`src/hdl/adcc_cfg.svh`:
```
// adcc register map, field positions and reset values
// assumes inclusion once per design file, before the package import
// Contract
// - per-converter digital enable bits 18..16
// - reference select field bits 15..13 picks pair
// - 64-pin: early bits 19..34 absent
// - 64/100-pin: early bits 35..42 absent
`ifndef ADCC_CFG_SVH
`define ADCC_CFG_SVH

`define ADCC_OFF_CTRL3 16'h0010
`define ADCC_OFF_INTSTAT 16'h0020
`define ADCC_OFF_INTMASK 16'h0024
`define ADCC_OFF_TRGSNS 16'h00D0
`define ADCC_OFF_TIME0 16'h00D4
`define ADCC_OFF_TIME1 16'h00D8
`define ADCC_OFF_TIME2 16'h00DC
`define ADCC_OFF_ANCON 16'h0100
`define ADCC_OFF_CMP4 16'h30AC
`define ADCC_OFF_CMP5 16'h30B0
`define ADCC_OFF_CMP6 16'h30B4
`define ADCC_OFF_FSTAT 16'h30B8
`define ADCC_OFF_EIEN1 16'h30F0
`define ADCC_OFF_EIEN2 16'h30F4
`define ADCC_OFF_EISTAT1 16'h30F8
`define ADCC_OFF_CAL0 16'h3180
`define ADCC_OFF_CAL1 16'h3184
`define ADCC_OFF_FIFO 16'h80BC
`define ADCC_OFF_BASE 16'h80C0
`define ADCC_OFF_TIME3 16'h80E0
`define ADCC_OFF_TIME4 16'h80E4
`define ADCC_OFF_EISTAT2 16'hB0FC

`define ADCC_MASK_CTRL3 32'h0007E000
`define ADCC_MASK_TRGSNS 32'h00000FFF
`define ADCC_MASK_TIME 32'h1F7F03FF
`define ADCC_MASK_ANCON 32'h0F9F009F
`define ADCC_MASK_CMP 32'h00001FDF
`define ADCC_MASK_FSTAT 32'h9F800000
`define ADCC_MASK_BASE 32'h0000FFFF
`define ADCC_RESET_WORD 32'h00000000

`define ADCC_DIGEN_LSB 16
`define ADCC_DIGEN_MSB 18
`define ADCC_REFSEL_LSB 13
`define ADCC_REFSEL_MSB 15
`define ADCC_FEN_BIT 31
`define ADCC_ADCEN_LSB 24

`define ADCC_EI_ALL 45'h1FFFFFFFFFFF
`define ADCC_EI_ABSENT_64 45'h0007FFF80000
`define ADCC_EI_ABSENT_100 45'h07F800000000
`define ADCC_EI_HI_WIDTH 13
`define ADCC_INT_WIDTH 5
`define ADCC_HSIZE_WORD 3'h2

`endif

```
`src/hdl/adcc_pkg.sv`:
```
// adcc shared types
// assumes adcc_cfg.svh holds all numeric constants
package adcc_pkg;
	typedef enum logic [1:0] {ST_IDLE, ST_WAIT, ST_DONE} adcc_bus_state_t;
	typedef logic [31:0] adcc_word_t;
endpackage

```
`src/hdl/adcc_ahb_slave.sv`:
```
// adcc AHB-Lite slave front end: one wait state on every word-sized transfer
// assumes the register file answers reg_rdata combinationally from reg_addr
`include "adcc_cfg.svh"
module adcc_ahb_slave
	import adcc_pkg::*;
(
	input wire logic mclk,
	input wire logic reset_n,
	input wire logic hsel,
	input wire logic [15:0] haddr,
	input wire logic [1:0] htrans,
	input wire logic hwrite,
	input wire logic [2:0] hsize,
	input wire logic [31:0] hwdata,
	input wire logic hready,
	output logic hreadyout,
	output logic hresp,
	output logic [31:0] hrdata,
	output logic [15:0] reg_addr,
	output logic reg_wr,
	output logic reg_rd,
	output logic [31:0] reg_wdata,
	input wire logic [31:0] reg_rdata
);
	adcc_bus_state_t state_q;
	logic write_q;
	// the wait state lets read data and clear-on-read come from one flop stage
	wire accept = hsel & hready & htrans[1] & (hsize == `ADCC_HSIZE_WORD);
	wire in_wait = (state_q == ST_WAIT);

	assign reg_wr = in_wait & write_q;
	assign reg_rd = in_wait & ~write_q;
	assign reg_wdata = hwdata;

	always_ff @(posedge mclk) begin
		if (!reset_n) begin
			state_q <= ST_IDLE;
			write_q <= 1'b0;
			reg_addr <= 16'h0000;
			hreadyout <= 1'b1;
			hrdata <= `ADCC_RESET_WORD;
			hresp <= 1'b0;
		end else begin
			case (state_q)
				ST_WAIT: begin
					state_q <= ST_DONE;
					hreadyout <= 1'b1;
					hrdata <= write_q ? `ADCC_RESET_WORD : reg_rdata;
				end
				default: begin
					if (accept) begin
						state_q <= ST_WAIT;
						write_q <= hwrite;
						reg_addr <= haddr;
						hreadyout <= 1'b0;
					end else begin
						state_q <= ST_IDLE;
					end
				end
			endcase
		end
	end
endmodule

```
`src/hdl/adcc_lane.sv`:
```
// adcc per-converter trigger and gating lane
// assumes trig_pin is asynchronous, res_valid and ei_pulse are on mclk
`include "adcc_cfg.svh"
module adcc_lane
	import adcc_pkg::*;
(
	input wire logic mclk,
	input wire logic reset_n,
	input wire logic enable,
	input wire logic level_mode,
	input wire logic trig_pin,
	input wire logic res_valid,
	input wire logic ei_pulse,
	output logic start_q,
	output logic res_ok,
	output logic ei_ok
);
	logic [2:0] sync_q;
	logic trig_q;
	// only the second and third stages are compared; the first may be metastable
	wire agree = (sync_q[1] == sync_q[2]);
	wire trig_d = agree ? sync_q[2] : trig_q;
	wire fire = level_mode ? trig_d : (trig_d & ~trig_q);

	assign res_ok = res_valid & enable;
	assign ei_ok = ei_pulse & enable;

	always_ff @(posedge mclk) begin
		if (!reset_n) begin
			sync_q <= 3'h0;
			trig_q <= 1'b0;
			start_q <= 1'b0;
		end else begin
			sync_q <= {sync_q[1:0], trig_pin};
			trig_q <= trig_d;
			start_q <= fire & enable;
		end
	end
endmodule

```
`src/hdl/adcc_top.sv`:
```
// adcc converter control register block with AHB-Lite access
// assumes analog cores on mclk for results and early pulses; trigger pins asynchronous
`include "adcc_cfg.svh"
module adcc_top
	import adcc_pkg::*;
#(
	parameter int PINS = 144
) (
	input wire logic mclk,
	input wire logic reset_n,
	input wire logic hsel,
	input wire logic [15:0] haddr,
	input wire logic [1:0] htrans,
	input wire logic hwrite,
	input wire logic [2:0] hsize,
	input wire logic [31:0] hwdata,
	input wire logic hready,
	output logic hreadyout,
	output logic hresp,
	output logic [31:0] hrdata,
	input wire logic [2:0] trig_pin,
	input wire logic [2:0] result_valid,
	input wire logic [31:0] result_data,
	input wire logic [44:0] ei_pulse,
	output logic [2:0] converter_digital_enable,
	output logic [2:0] reference_select,
	output logic [2:0] conv_start,
	output logic [31:0] cal_word0,
	output logic [31:0] cal_word1,
	output logic irq
);
	localparam logic [44:0] EI_MASK = `ADCC_EI_ALL
		& ~((PINS == 64) ? `ADCC_EI_ABSENT_64 : 45'h000000000000)
		& ~((PINS == 64 || PINS == 100) ? `ADCC_EI_ABSENT_100 : 45'h000000000000);

	logic [15:0] reg_addr;
	logic reg_wr;
	logic reg_rd;
	logic [31:0] reg_wdata;
	logic [31:0] reg_rdata;

	logic [31:0] ctrl3_q;
	logic [31:0] trgsns_q;
	logic [31:0] time_q [5];
	logic [31:0] ancon_q;
	logic [31:0] cmp_q [3];
	logic [31:0] fstat_q;
	logic [31:0] base_q;
	logic [31:0] fifo_q;
	logic [2:0] fid_q;
	logic frdy_q;
	logic ovf_q;
	logic [44:0] early_interrupt_enable_bit_q;
	logic [44:0] eistat_q;
	logic [`ADCC_INT_WIDTH-1:0] intstat_q;
	logic [`ADCC_INT_WIDTH-1:0] intmask_q;

	logic [2:0] res_ok;
	logic [2:0] ei_ok;

	adcc_ahb_slave u_bus (
		.mclk(mclk),
		.reset_n(reset_n),
		.hsel(hsel),
		.haddr(haddr),
		.htrans(htrans),
		.hwrite(hwrite),
		.hsize(hsize),
		.hwdata(hwdata),
		.hready(hready),
		.hreadyout(hreadyout),
		.hresp(hresp),
		.hrdata(hrdata),
		.reg_addr(reg_addr),
		.reg_wr(reg_wr),
		.reg_rd(reg_rd),
		.reg_wdata(reg_wdata),
		.reg_rdata(reg_rdata)
	);

	genvar gi;
	generate
		for (gi = 0; gi < 3; gi++) begin : g_lane
			adcc_lane u_lane (
				.mclk(mclk),
				.reset_n(reset_n),
				.enable(converter_digital_enable[gi]),
				.level_mode(trgsns_q[gi]),
				.trig_pin(trig_pin[gi]),
				.res_valid(result_valid[gi]),
				.ei_pulse(ei_pulse[gi]),
				.start_q(conv_start[gi]),
				.res_ok(res_ok[gi]),
				.ei_ok(ei_ok[gi])
			);
		end
	endgenerate

	wire sel_ctrl3 = (reg_addr == `ADCC_OFF_CTRL3);
	wire sel_intstat = (reg_addr == `ADCC_OFF_INTSTAT);
	wire sel_intmask = (reg_addr == `ADCC_OFF_INTMASK);
	wire sel_trgsns = (reg_addr == `ADCC_OFF_TRGSNS);
	wire sel_ancon = (reg_addr == `ADCC_OFF_ANCON);
	wire sel_fstat = (reg_addr == `ADCC_OFF_FSTAT);
	wire sel_fifo = (reg_addr == `ADCC_OFF_FIFO);
	wire sel_base = (reg_addr == `ADCC_OFF_BASE);
	wire sel_eien1 = (reg_addr == `ADCC_OFF_EIEN1);
	wire sel_eien2 = (reg_addr == `ADCC_OFF_EIEN2);
	wire sel_eistat1 = (reg_addr == `ADCC_OFF_EISTAT1);
	wire sel_eistat2 = (reg_addr == `ADCC_OFF_EISTAT2);
	wire sel_cal0 = (reg_addr == `ADCC_OFF_CAL0);
	wire sel_cal1 = (reg_addr == `ADCC_OFF_CAL1);
	wire [4:0] sel_time = {reg_addr == `ADCC_OFF_TIME4, reg_addr == `ADCC_OFF_TIME3,
		reg_addr == `ADCC_OFF_TIME2, reg_addr == `ADCC_OFF_TIME1, reg_addr == `ADCC_OFF_TIME0};
	wire [2:0] sel_cmp = {reg_addr == `ADCC_OFF_CMP6, reg_addr == `ADCC_OFF_CMP5,
		reg_addr == `ADCC_OFF_CMP4};

	// result capture: one holding word, lowest converter wins a same-cycle clash
	wire [2:0] res_acc = res_ok & fstat_q[`ADCC_ADCEN_LSB+2:`ADCC_ADCEN_LSB]
		& {3{fstat_q[`ADCC_FEN_BIT]}};
	wire take = |res_acc;
	wire [2:0] take_id = res_acc[0] ? 3'h0 : (res_acc[1] ? 3'h1 : 3'h2);
	wire fifo_read = reg_rd & sel_fifo;
	wire frdy_d = take | (frdy_q & ~fifo_read);
	wire ovf_evt = take & frdy_q & ~fifo_read;
	wire ovf_d = ovf_evt | (ovf_q & ~(reg_rd & sel_fstat));

	// early-interrupt ready: set wins over the clear-on-read
	wire [44:0] ei_set = {ei_pulse[44:3], ei_ok} & EI_MASK;
	wire [44:0] ei_clr = {{`ADCC_EI_HI_WIDTH{reg_rd & sel_eistat2}}, {32{reg_rd & sel_eistat1}}};
	wire [44:0] eistat_d = (eistat_q & ~ei_clr) | ei_set;
	wire ei_evt = |(ei_set & early_interrupt_enable_bit_q);

	wire [`ADCC_INT_WIDTH-1:0] int_evt = {ovf_evt, ei_evt, res_acc};
	wire [`ADCC_INT_WIDTH-1:0] intstat_d =
		(intstat_q & ~{`ADCC_INT_WIDTH{reg_rd & sel_intstat}}) | int_evt;
	// irq must follow a mask write in the same cycle as the mask flop itself
	wire [`ADCC_INT_WIDTH-1:0] intmask_d = (reg_wr && sel_intmask) ? reg_wdata[`ADCC_INT_WIDTH-1:0] : intmask_q;

	wire [31:0] fstat_rd = {fstat_q[31:23], frdy_q, ovf_q, 5'h00, 7'h00, frdy_q, 5'h00, fid_q};
	wire [31:0] wmask_eien1 = reg_wdata & EI_MASK[31:0];
	wire [44:0] wmask_eien2 = {reg_wdata[`ADCC_EI_HI_WIDTH-1:0], 32'h00000000} & EI_MASK;

	always_comb begin
		if (sel_ctrl3)
			reg_rdata = ctrl3_q;
		else if (sel_intstat)
			reg_rdata = {27'h0000000, intstat_q};
		else if (sel_intmask)
			reg_rdata = {27'h0000000, intmask_q};
		else if (sel_trgsns)
			reg_rdata = trgsns_q;
		else if (sel_time[0])
			reg_rdata = time_q[0];
		else if (sel_time[1])
			reg_rdata = time_q[1];
		else if (sel_time[2])
			reg_rdata = time_q[2];
		else if (sel_time[3])
			reg_rdata = time_q[3];
		else if (sel_time[4])
			reg_rdata = time_q[4];
		else if (sel_ancon)
			reg_rdata = ancon_q;
		else if (sel_cmp[0])
			reg_rdata = cmp_q[0];
		else if (sel_cmp[1])
			reg_rdata = cmp_q[1];
		else if (sel_cmp[2])
			reg_rdata = cmp_q[2];
		else if (sel_fstat)
			reg_rdata = fstat_rd;
		else if (sel_fifo)
			reg_rdata = fifo_q;
		else if (sel_base)
			reg_rdata = base_q;
		else if (sel_eien1)
			reg_rdata = early_interrupt_enable_bit_q[31:0];
		else if (sel_eien2)
			reg_rdata = {19'h00000, early_interrupt_enable_bit_q[44:32]};
		else if (sel_eistat1)
			reg_rdata = eistat_q[31:0];
		else if (sel_eistat2)
			reg_rdata = {19'h00000, eistat_q[44:32]};
		else if (sel_cal0)
			reg_rdata = cal_word0;
		else if (sel_cal1)
			reg_rdata = cal_word1;
		else
			reg_rdata = `ADCC_RESET_WORD;
	end

	// per-entry timing and comparator words share one write pattern
	generate
		for (gi = 0; gi < 5; gi++) begin : g_time
			always_ff @(posedge mclk) begin
				if (!reset_n)
					time_q[gi] <= `ADCC_RESET_WORD;
				else if (reg_wr && sel_time[gi])
					time_q[gi] <= reg_wdata & `ADCC_MASK_TIME;
			end
		end
		for (gi = 0; gi < 3; gi++) begin : g_cmp
			always_ff @(posedge mclk) begin
				if (!reset_n)
					cmp_q[gi] <= `ADCC_RESET_WORD;
				else if (reg_wr && sel_cmp[gi])
					cmp_q[gi] <= reg_wdata & `ADCC_MASK_CMP;
			end
		end
	endgenerate

	// reserved reference codes are stored as written; software keeps them out
	always_ff @(posedge mclk) begin
		if (!reset_n)
			ctrl3_q <= `ADCC_RESET_WORD;
		else if (reg_wr && sel_ctrl3)
			ctrl3_q <= reg_wdata & `ADCC_MASK_CTRL3;
	end

	always_ff @(posedge mclk) begin
		if (!reset_n) begin
			trgsns_q <= `ADCC_RESET_WORD;
			ancon_q <= `ADCC_RESET_WORD;
			fstat_q <= `ADCC_RESET_WORD;
			base_q <= `ADCC_RESET_WORD;
			cal_word0 <= `ADCC_RESET_WORD;
			cal_word1 <= `ADCC_RESET_WORD;
			intmask_q <= 5'h00;
		end else if (reg_wr) begin
			if (sel_trgsns)
				trgsns_q <= reg_wdata & `ADCC_MASK_TRGSNS;
			if (sel_ancon)
				ancon_q <= reg_wdata & `ADCC_MASK_ANCON;
			if (sel_fstat)
				fstat_q <= reg_wdata & `ADCC_MASK_FSTAT;
			if (sel_base)
				base_q <= reg_wdata & `ADCC_MASK_BASE;
			if (sel_cal0)
				cal_word0 <= reg_wdata;
			if (sel_cal1)
				cal_word1 <= reg_wdata;
			if (sel_intmask)
				intmask_q <= reg_wdata[`ADCC_INT_WIDTH-1:0];
		end
	end

	always_ff @(posedge mclk) begin
		if (!reset_n) begin
			early_interrupt_enable_bit_q <= 45'h000000000000;
		end else if (reg_wr && sel_eien1) begin
			early_interrupt_enable_bit_q <= {early_interrupt_enable_bit_q[44:32], wmask_eien1};
		end else if (reg_wr && sel_eien2) begin
			early_interrupt_enable_bit_q <= wmask_eien2 | {13'h0000, early_interrupt_enable_bit_q[31:0]};
		end
	end

	always_ff @(posedge mclk) begin
		if (!reset_n) begin
			converter_digital_enable <= 3'h0;
			reference_select <= 3'h0;
			fifo_q <= `ADCC_RESET_WORD;
			fid_q <= 3'h0;
			frdy_q <= 1'b0;
			ovf_q <= 1'b0;
			eistat_q <= 45'h000000000000;
			intstat_q <= 5'h00;
			irq <= 1'b0;
		end else begin
			if (reg_wr && sel_ctrl3) begin
				converter_digital_enable <= reg_wdata[`ADCC_DIGEN_MSB:`ADCC_DIGEN_LSB];
				reference_select <= reg_wdata[`ADCC_REFSEL_MSB:`ADCC_REFSEL_LSB];
			end
			if (take) begin
				fifo_q <= result_data;
				fid_q <= take_id;
			end
			frdy_q <= frdy_d;
			ovf_q <= ovf_d;
			eistat_q <= eistat_d;
			intstat_q <= intstat_d;
			irq <= |(intstat_d & intmask_d);
		end
	end
endmodule

```
`config.mk`:
```
export PLATFORM = sky130hd
export DESIGN_NAME = adcc_top
export DESIGN_NICKNAME = d
export VERILOG_FILES = /design/src/hdl/adcc_pkg.sv /design/src/hdl/adcc_ahb_slave.sv /design/src/hdl/adcc_lane.sv /design/src/hdl/adcc_top.sv
export VERILOG_INCLUDE_DIRS = /design/src /design/src/hdl
export SDC_FILE = /design/constraint.sdc
export NUM_CORES = 1
export LEC_CHECK = 0
export BUFFER_PORTS_ARGS = -buffer_cell sky130_fd_sc_hd__buf_2
export CORE_AREA = 2 2 216 218
export CTS_BUF_LIST = sky130_fd_sc_hd__clkbuf_2 sky130_fd_sc_hd__clkbuf_4 sky130_fd_sc_hd__clkbuf_8
export DETAILED_ROUTE_END_ITERATION = 8
export DIE_AREA = 0 0 218 220
export PLACE_DENSITY = 0.71
export SLEW_MARGIN = 20
export SYNTH_ARGS = -nofsm -noshare
export SYNTH_HDL_FRONTEND = slang
export SYNTH_SLANG_ARGS = --single-unit
```
`constraint.sdc`:
```
create_clock -name mclk -period 4.1 [get_ports mclk]
set_clock_uncertainty 0.15 [all_clocks]
set_input_delay 0.82 -clock mclk [delete_from_list [all_inputs] [get_ports mclk]]
set_output_delay 0.82 -clock mclk [all_outputs]
set_load 0.01 [all_outputs]
```
======== Word-level counts from Yosys, hierarchy flattened ========
Memory sizes are Yosys's and may differ from the RTL's.
Cells that the tools add are included.
word-level totals
  register bits after elaboration ......... 332
  RAM bits ................................ 146
  input bits .............................. 141
  memories ................................ 2
operators by class
  equal/unequal tests ..................... 27
  muxes and demuxes ....................... 69
  bitwise gates (word level) .............. 56
  reductions and logical operators ........ 26
memories
  memory  words  bits a word  read ports  clocked after memory_dff  write ports  RTL line        source
  time_q  5      22           5           0                         5            adcc_top.sv:44  logic [31:0] time_q [5];
  cmp_q   3      12           3           0                         3            adcc_top.sv:46  logic [31:0] cmp_q [3];
operators by type and width
  cell                    number
  $mux W32                25
  $eq A16 B14 Y1 const B  9
  $mux W22                5
  $and A45 B45 Y45        2
  $eq A16 B16 Y1 const B  5
  $eq A16 B8 Y1 const B   4
  $not A45 Y45            1
  $or A45 B32 Y45         1
  $or A45 B45 Y45         1
  $reduce_or A45 Y1       1
  $mux W12                3
  $eq A16 B6 Y1 const B   2
  $mux W1                 32
  $and A1 B1 Y1           26
  $reduce_and A2 Y1       9
  $eq A16 B5 Y1 const B   1
  $eq A16 B9 Y1 const B   1
  $logic_and A1 B1 Y1     12
  $and A5 B5 Y5           2
  $or A1 B1 Y1            10
  $not A1 Y1              9
  $and A3 B3 Y3           2
  $mux W2                 3
  $mux W5                 1
  other kinds (9)         11

======== Depth between registers and ports, before layout ========
  depth after elaboration ................. 24
  gate-level depth with buffers ........... 11

======== Cells and area by module ========
A second synthesis with hierarchy kept.
unflattened totals
  cell total of the unflattened synthesis .. 2,179
  area total of the unflattened synthesis .. 20,868.8 sq um
modules (own cells, without submodules)
  module          instances  cells an instance  area an instance (sq um)  seq. area each (sq um)
  adcc_top        1          1,931              18,266.3                  9,549.2
  adcc_ahb_slave  1          194                2,065.7                   1,041.0
  adcc_lane       3          18                 178.9                     100.1

======== Worst setup path after synthesis ========
Ideal clock, no wire load.
  path type ............................... register to register
  start point ............................. register u_bus.reg_addr[2]
  end point ............................... memory time_q[0][0] (netlist name) (enable)
  setup time .............................. 0.432 ns
  arrival time ............................ 3.472 ns
  required time ........................... 3.518 ns
  slack ................................... 0.046 ns
  cell stages (with the launch flop) ...... 8
  buffers on the path ..................... 3
  clock period less this slack ............ 4.054 ns
  path through ............................ dfxtp_1 > buf_2 > nor4b_4 > nand2_1 > or3_1 > clkbuf_1 > clkbuf_1 > o21ai_0
RTL lines
  element                   RTL line              source
  start: declaration        adcc_ahb_slave.sv:19  output logic [15:0] reg_addr,
  start signal: assignment  adcc_ahb_slave.sv:54  reg_addr <= haddr;
  end: declaration          adcc_top.sv:44

======== Worst setup path after layout ========
  start point ............................. register u_bus.reg_addr[9]
  end point ............................... register u_bus.hrdata[8]
on the way
  cells in the longest elaborated chain, start to end .. 24
  elaborated cells on any way between the ends .. 45
ends and longest elaborated chain
  element                   RTL line              source
  $eq A16 B14 Y1 (no line)  n/a
  $mux W32                  adcc_top.sv:187       else if (sel_cal1)
  $mux W32                  adcc_top.sv:185       else if (sel_cal0)
  $mux W32                  adcc_top.sv:183       else if (sel_eistat2)
  $mux W32                  adcc_top.sv:181       else if (sel_eistat1)
  $mux W32                  adcc_top.sv:179       else if (sel_eien2)
  $mux W32                  adcc_top.sv:177       else if (sel_eien1)
  $mux W32                  adcc_top.sv:175       else if (sel_base)
  [8 not listed]            n/a
  $mux W32                  adcc_top.sv:157       else if (sel_time[2])
  $mux W32                  adcc_top.sv:155       else if (sel_time[1])
  $mux W32                  adcc_top.sv:153       else if (sel_time[0])
  $mux W32                  adcc_top.sv:151       else if (sel_trgsns)
  $mux W32                  adcc_top.sv:149       else if (sel_intmask)
  $mux W32                  adcc_top.sv:147       else if (sel_intstat)
  $mux W32 (*)              adcc_top.sv:145       if (sel_ctrl3)
  $mux W32 (*)              adcc_ahb_slave.sv:48  hrdata <= write_q ? `ADCC_RESET_WORD : reg_rdata;
  end signal: assignment    adcc_ahb_slave.sv:41  hrdata <= `ADCC_RESET_WORD;
  end signal: assignment    adcc_ahb_slave.sv:48
  end: declaration          adcc_ahb_slave.sv:18  output logic [31:0] hrdata,
Every way passes the cells marked *; elsewhere a longest branch is shown, timed or not.
A chain may end at the register's enable or synchronous reset.

==> results.toml <==
[flow_run]
max-cap-violations = 0

[placed_design]
globalplace.congestion = 0.993
place.port_buffers = 246
place_ws_ns = 0.546
dp.cells = 3028
dpl.hpwl_mm = 61.8

[power]
total_power_mw = 9.88
power-per-cell-area_mw_per_mm2 = 392
p_leak_nw = 9.38
max-vdd-ir-drop_mv = 0.276

[global_routing]
grt_antenna_before_repair = 1
grt_start_max_net_pins = 192
gr-total-overflow = 0
first_pass_grt_wire_length_mm = 122
first_global_vias = 18600
grt_usage_pct = 35.0

[finish]
final_layout_size_suffix_gt1_share_pct = 21.2
area_delta_synth_final_pct = 18.1
stdcell_count = 3172
layout.filler_cells = 4120
multiInputGateArea_sq_mm = 0.00965
finalCoreUtilization_pct = 54.9
finish.net_count = 2643
diodes = 0
seq_area_sq_mm = 0.0109

[yosys]
synth_edf_count = 146
synth-async-reset-ratio_pct = 0
synth-seq-cells = 471
synthesis.area_sq_mm = 0.0213
synth.yosys.seq_area_share_pct = 51.1
count_of_mapped_cells_out_of_synthesis = 2247
dominantRegCellSynth = "dfxtp_1"
yosys_warnings = 0
synth_area_per_cell_sq_um = 9.49
yosysUniqueCellTypes = 87
synth.net_count = 2388

[critical_path]
crit_path_max_delay_family = "compound AO/OA/AOI/OAI gates"
timing.critical_path.buf_inv = 2
cp.required_ns = 4.51
rr_worst_depth = 9
arrival_ns = 4.02
timing.reg2reg.setup_slack_ns = 0.49
timing.critical_path.from = "u_bus.reg_addr[9]$_SDFFE_PN0P_"
worstPathMaxFanout = 10
critical_path_depth = 9
critical_path.max_stage_delay_ns = 0.79
cpMostUsedCell = "buf_4"
timing.critical_path.to_type = "register"
worstReg2RegEnd = "u_bus.hrdata[8]$_SDFFE_PN0P_"
worst_r2r_src = "u_bus.reg_addr[9]$_SDFFE_PN0P_"
critical_path.cell_chain = "or4_1, nor4_4, buf_4, nand2_1, a211oi_1, o221ai_1, a2111oi_0, buf_4, o21ai_1"
cpMaxStageDelayCell = "or4_1"
critical_path_class = "register to register"
startpoint_type = "register"
endpoint = "u_bus.hrdata[8]$_SDFFE_PN0P_"

[clocking]
cts_post_setup_buffers_inserted = 0
cts.sink_count = 471
cts_made_buffers = 79
max-clock-path-buffers = 3
cts_hold_repair.buffers = 0
clk_pin_slew_worst_paths_ns = 0.06
clockRootBuffer = "clkbuf_8"
clkLatencyLatePin_ns = 0.69
cts_repair_resize_count = 0
clock_tree_from_tritoncts = "yes"
clock_tree.htree_level_count = 3

[routing]
drt_first_iter_violations = 2454
vias_per_cell = 6.21
drt-pass1-iter-count = 8
route.detailed.drc = 0
detailroute.via_count = 19700
antenna_left = 0
postRouteWirelength_mm = 85.7
detail_route.wl_per_cell_um = 27.0

[floorplanning]
design.core.area_sq_mm = 0.0459
floorplan_die_area_sq_mm = 0.0480
floorplan.die.height_um = 220
num_io_pins = 249
num_rows = 79
floorplan.initialDensity_pct = 46.5
die_w_um = 218

[sta]
timing.slew.headroom_pct = 27.5
final.setup.tns_ns = 0
min_period_ns = 3.61
unrepaired_setup_endpoints_after_global_routing = "false"
achievable-frequency_ghz = 0.277
hold_violations = 0
post-route-period-util_pct = 87.9
tightestPinTransition_ns = 1.09
setup_ws_post_layout_ns = 0.495
drv_slew = 0
timing.final.setup_violations = 0

[outcome]
run_status = "finished, final reports clean"

[min_path]
holdCritPathClass = "primary input to register"
## final cells by class
type                            instances  area share [%]
Clock inverter                         20           0.790
Multi-Input combinational cell       1589            38.3
Tap cell                              607            3.02
Inverter                                3          0.0447
Timing Repair Buffer                  358            8.45
Clock buffer                          124            6.08
Sequential cell                       471            43.3
## metal layers
| layer | global-route usage (%) | share of wire (%) | up-vias |
|---|---|---|---|
| met5 | 0 | 0 | - |
| met4 | 19.0 | 6.0 | 0 |
| met3 | 7.33 | 11 | 260 |
| met2 | 53.7 | 44 | 1344 |
| met1 | 46.3 | 39 | 9522 |
| li1 | - | - | 8572 |
## worst min-delay path by stage
stage	to	start	cells after the start	slack, ns
after global placement	g_lane[2].u_lane.sync_q[1]$_SDFF_PN0_	g_lane[2].u_lane.sync_q[0]$_SDFF_PN0_	1	0.27
after detailed placement	g_lane[2].u_lane.sync_q[1]$_SDFF_PN0_	g_lane[2].u_lane.sync_q[0]$_SDFF_PN0_	1	0.28
after floorplan	g_lane[0].u_lane.sync_q[1]$_SDFF_PN0_	g_lane[0].u_lane.sync_q[0]$_SDFF_PN0_	1	0.26
after global routing	g_lane[2].u_lane.sync_q[0]$_SDFF_PN0_	trig_pin[2]	2	0.21
final	g_lane[2].u_lane.sync_q[0]$_SDFF_PN0_	trig_pin[2]	2	0.22
after CTS	g_lane[2].u_lane.sync_q[0]$_SDFF_PN0_	trig_pin[2]	2	0.19
## worst register-to-register path: cells and delay by family, from the launching register on
kind	cells	cell delay [ns]
compound gates	4	1.28
buf+inv	2	0.44
flops	1	0.33
simple gates	3	1.30
## logic make-up (layout without fill, tap and decap cells)
| logic type | Yosys count | count (layout) | share of synthesized area (%) |
|---|---|---|---|
| compound gates | 609 | 609 | 21.0 |
| xor+xnor | 1 | 1 | 0.0411 |
| buf+inv | 187 | 505 | 3.95 |
| flops | 471 | 471 | 51.1 |
| mux | 32 | 32 | 1.51 |
| other cells | 1 | 1 | 0.0176 |
| simple gates | 946 | 946 | 22.4 |
## metrics by stage
| stage | area, sq um | hold slack (ns) |
|---|---|---|
| global route | 25200 | 0.213 |
| global placement | 23400 | 0.274 |
| CTS | 25200 | 0.193 |
| finish | 25200 | 0.218 |
| detailed placement | 23400 | 0.281 |
| floorplan | 21300 | 0.262 |
## cells in the mapped netlist, drive strengths merged, types with 15 or more instances
library cell,number,share of area (%)
nand2,464,8.2
dfxtp,325,31
a21boi,198,7.0
and2,171,5.0
edfxtp,146,21
clkbuf,135,2.4
nor2b,82,2.4
nor2,81,1.6
a21oi,75,1.8
o21ai,67,1.6
buf,49,1.5
a221oi,41,1.7
a22oi,31,1.1
mux2i,31,1.5
a22o,30,1.2
nand3,24,0.56
a222oi,22,1.0
o22ai,22,0.65
o221ai,19,0.78
nor4,18,1.0
nand4,17,0.50
nor3,16,0.42
and3,15,0.44
## sequential cells by signal, summed over array words and instances, names as in the netlist, 2 cells and up
name	flops
ancon_q	16
base_q	16
cal_word0	32
cal_word1	32
cmp_q	36
converter_digital_enable	3
early_interrupt_enable_bit_q	45
eistat_q	45
fid_q	2
fifo_q	32
fstat_q	7
g_lane.u_lane.start_q	3
g_lane.u_lane.sync_q	9
g_lane.u_lane.trig_q	3
intmask_q	5
intstat_q	5
reference_select	2
time_q	110
trgsns_q	12
u_bus.hrdata	32
u_bus.reg_addr	16
u_bus.state_q	2
## power by group
part / total (mW) / internal (mW) / switching (mW)
Sequential: 4.92 / 4.88 / 0.0419
Clock: 4.57 / 2.58 / 1.99
Combinational: 0.381 / 0.131 / 0.250
Total: 9.88 / 7.59 / 2.29
## placed cells by master, fill, tap and decap left out, types with 30 or more instances in the layout
cell type | Yosys | routed
mux2i_1 | 31 | 31
edfxtp_1 | 146 | 146
and2_1 | 167 | 168
a21boi_0 | 195 | 195
a221oi_1 | 40 | 40
dfxtp_1 | 325 | 325
clkbuf_8 | 0 | 96
a22oi_1 | 31 | 31
nor2_1 | 77 | 75
a21oi_1 | 75 | 75
o21ai_0 | 60 | 55
buf_4 | 17 | 108
buf_2 | 25 | 245
a22o_1 | 30 | 30
nor2b_1 | 82 | 82
nand2_1 | 464 | 464
No activity file was read; power rests on OpenSTA's default activity.
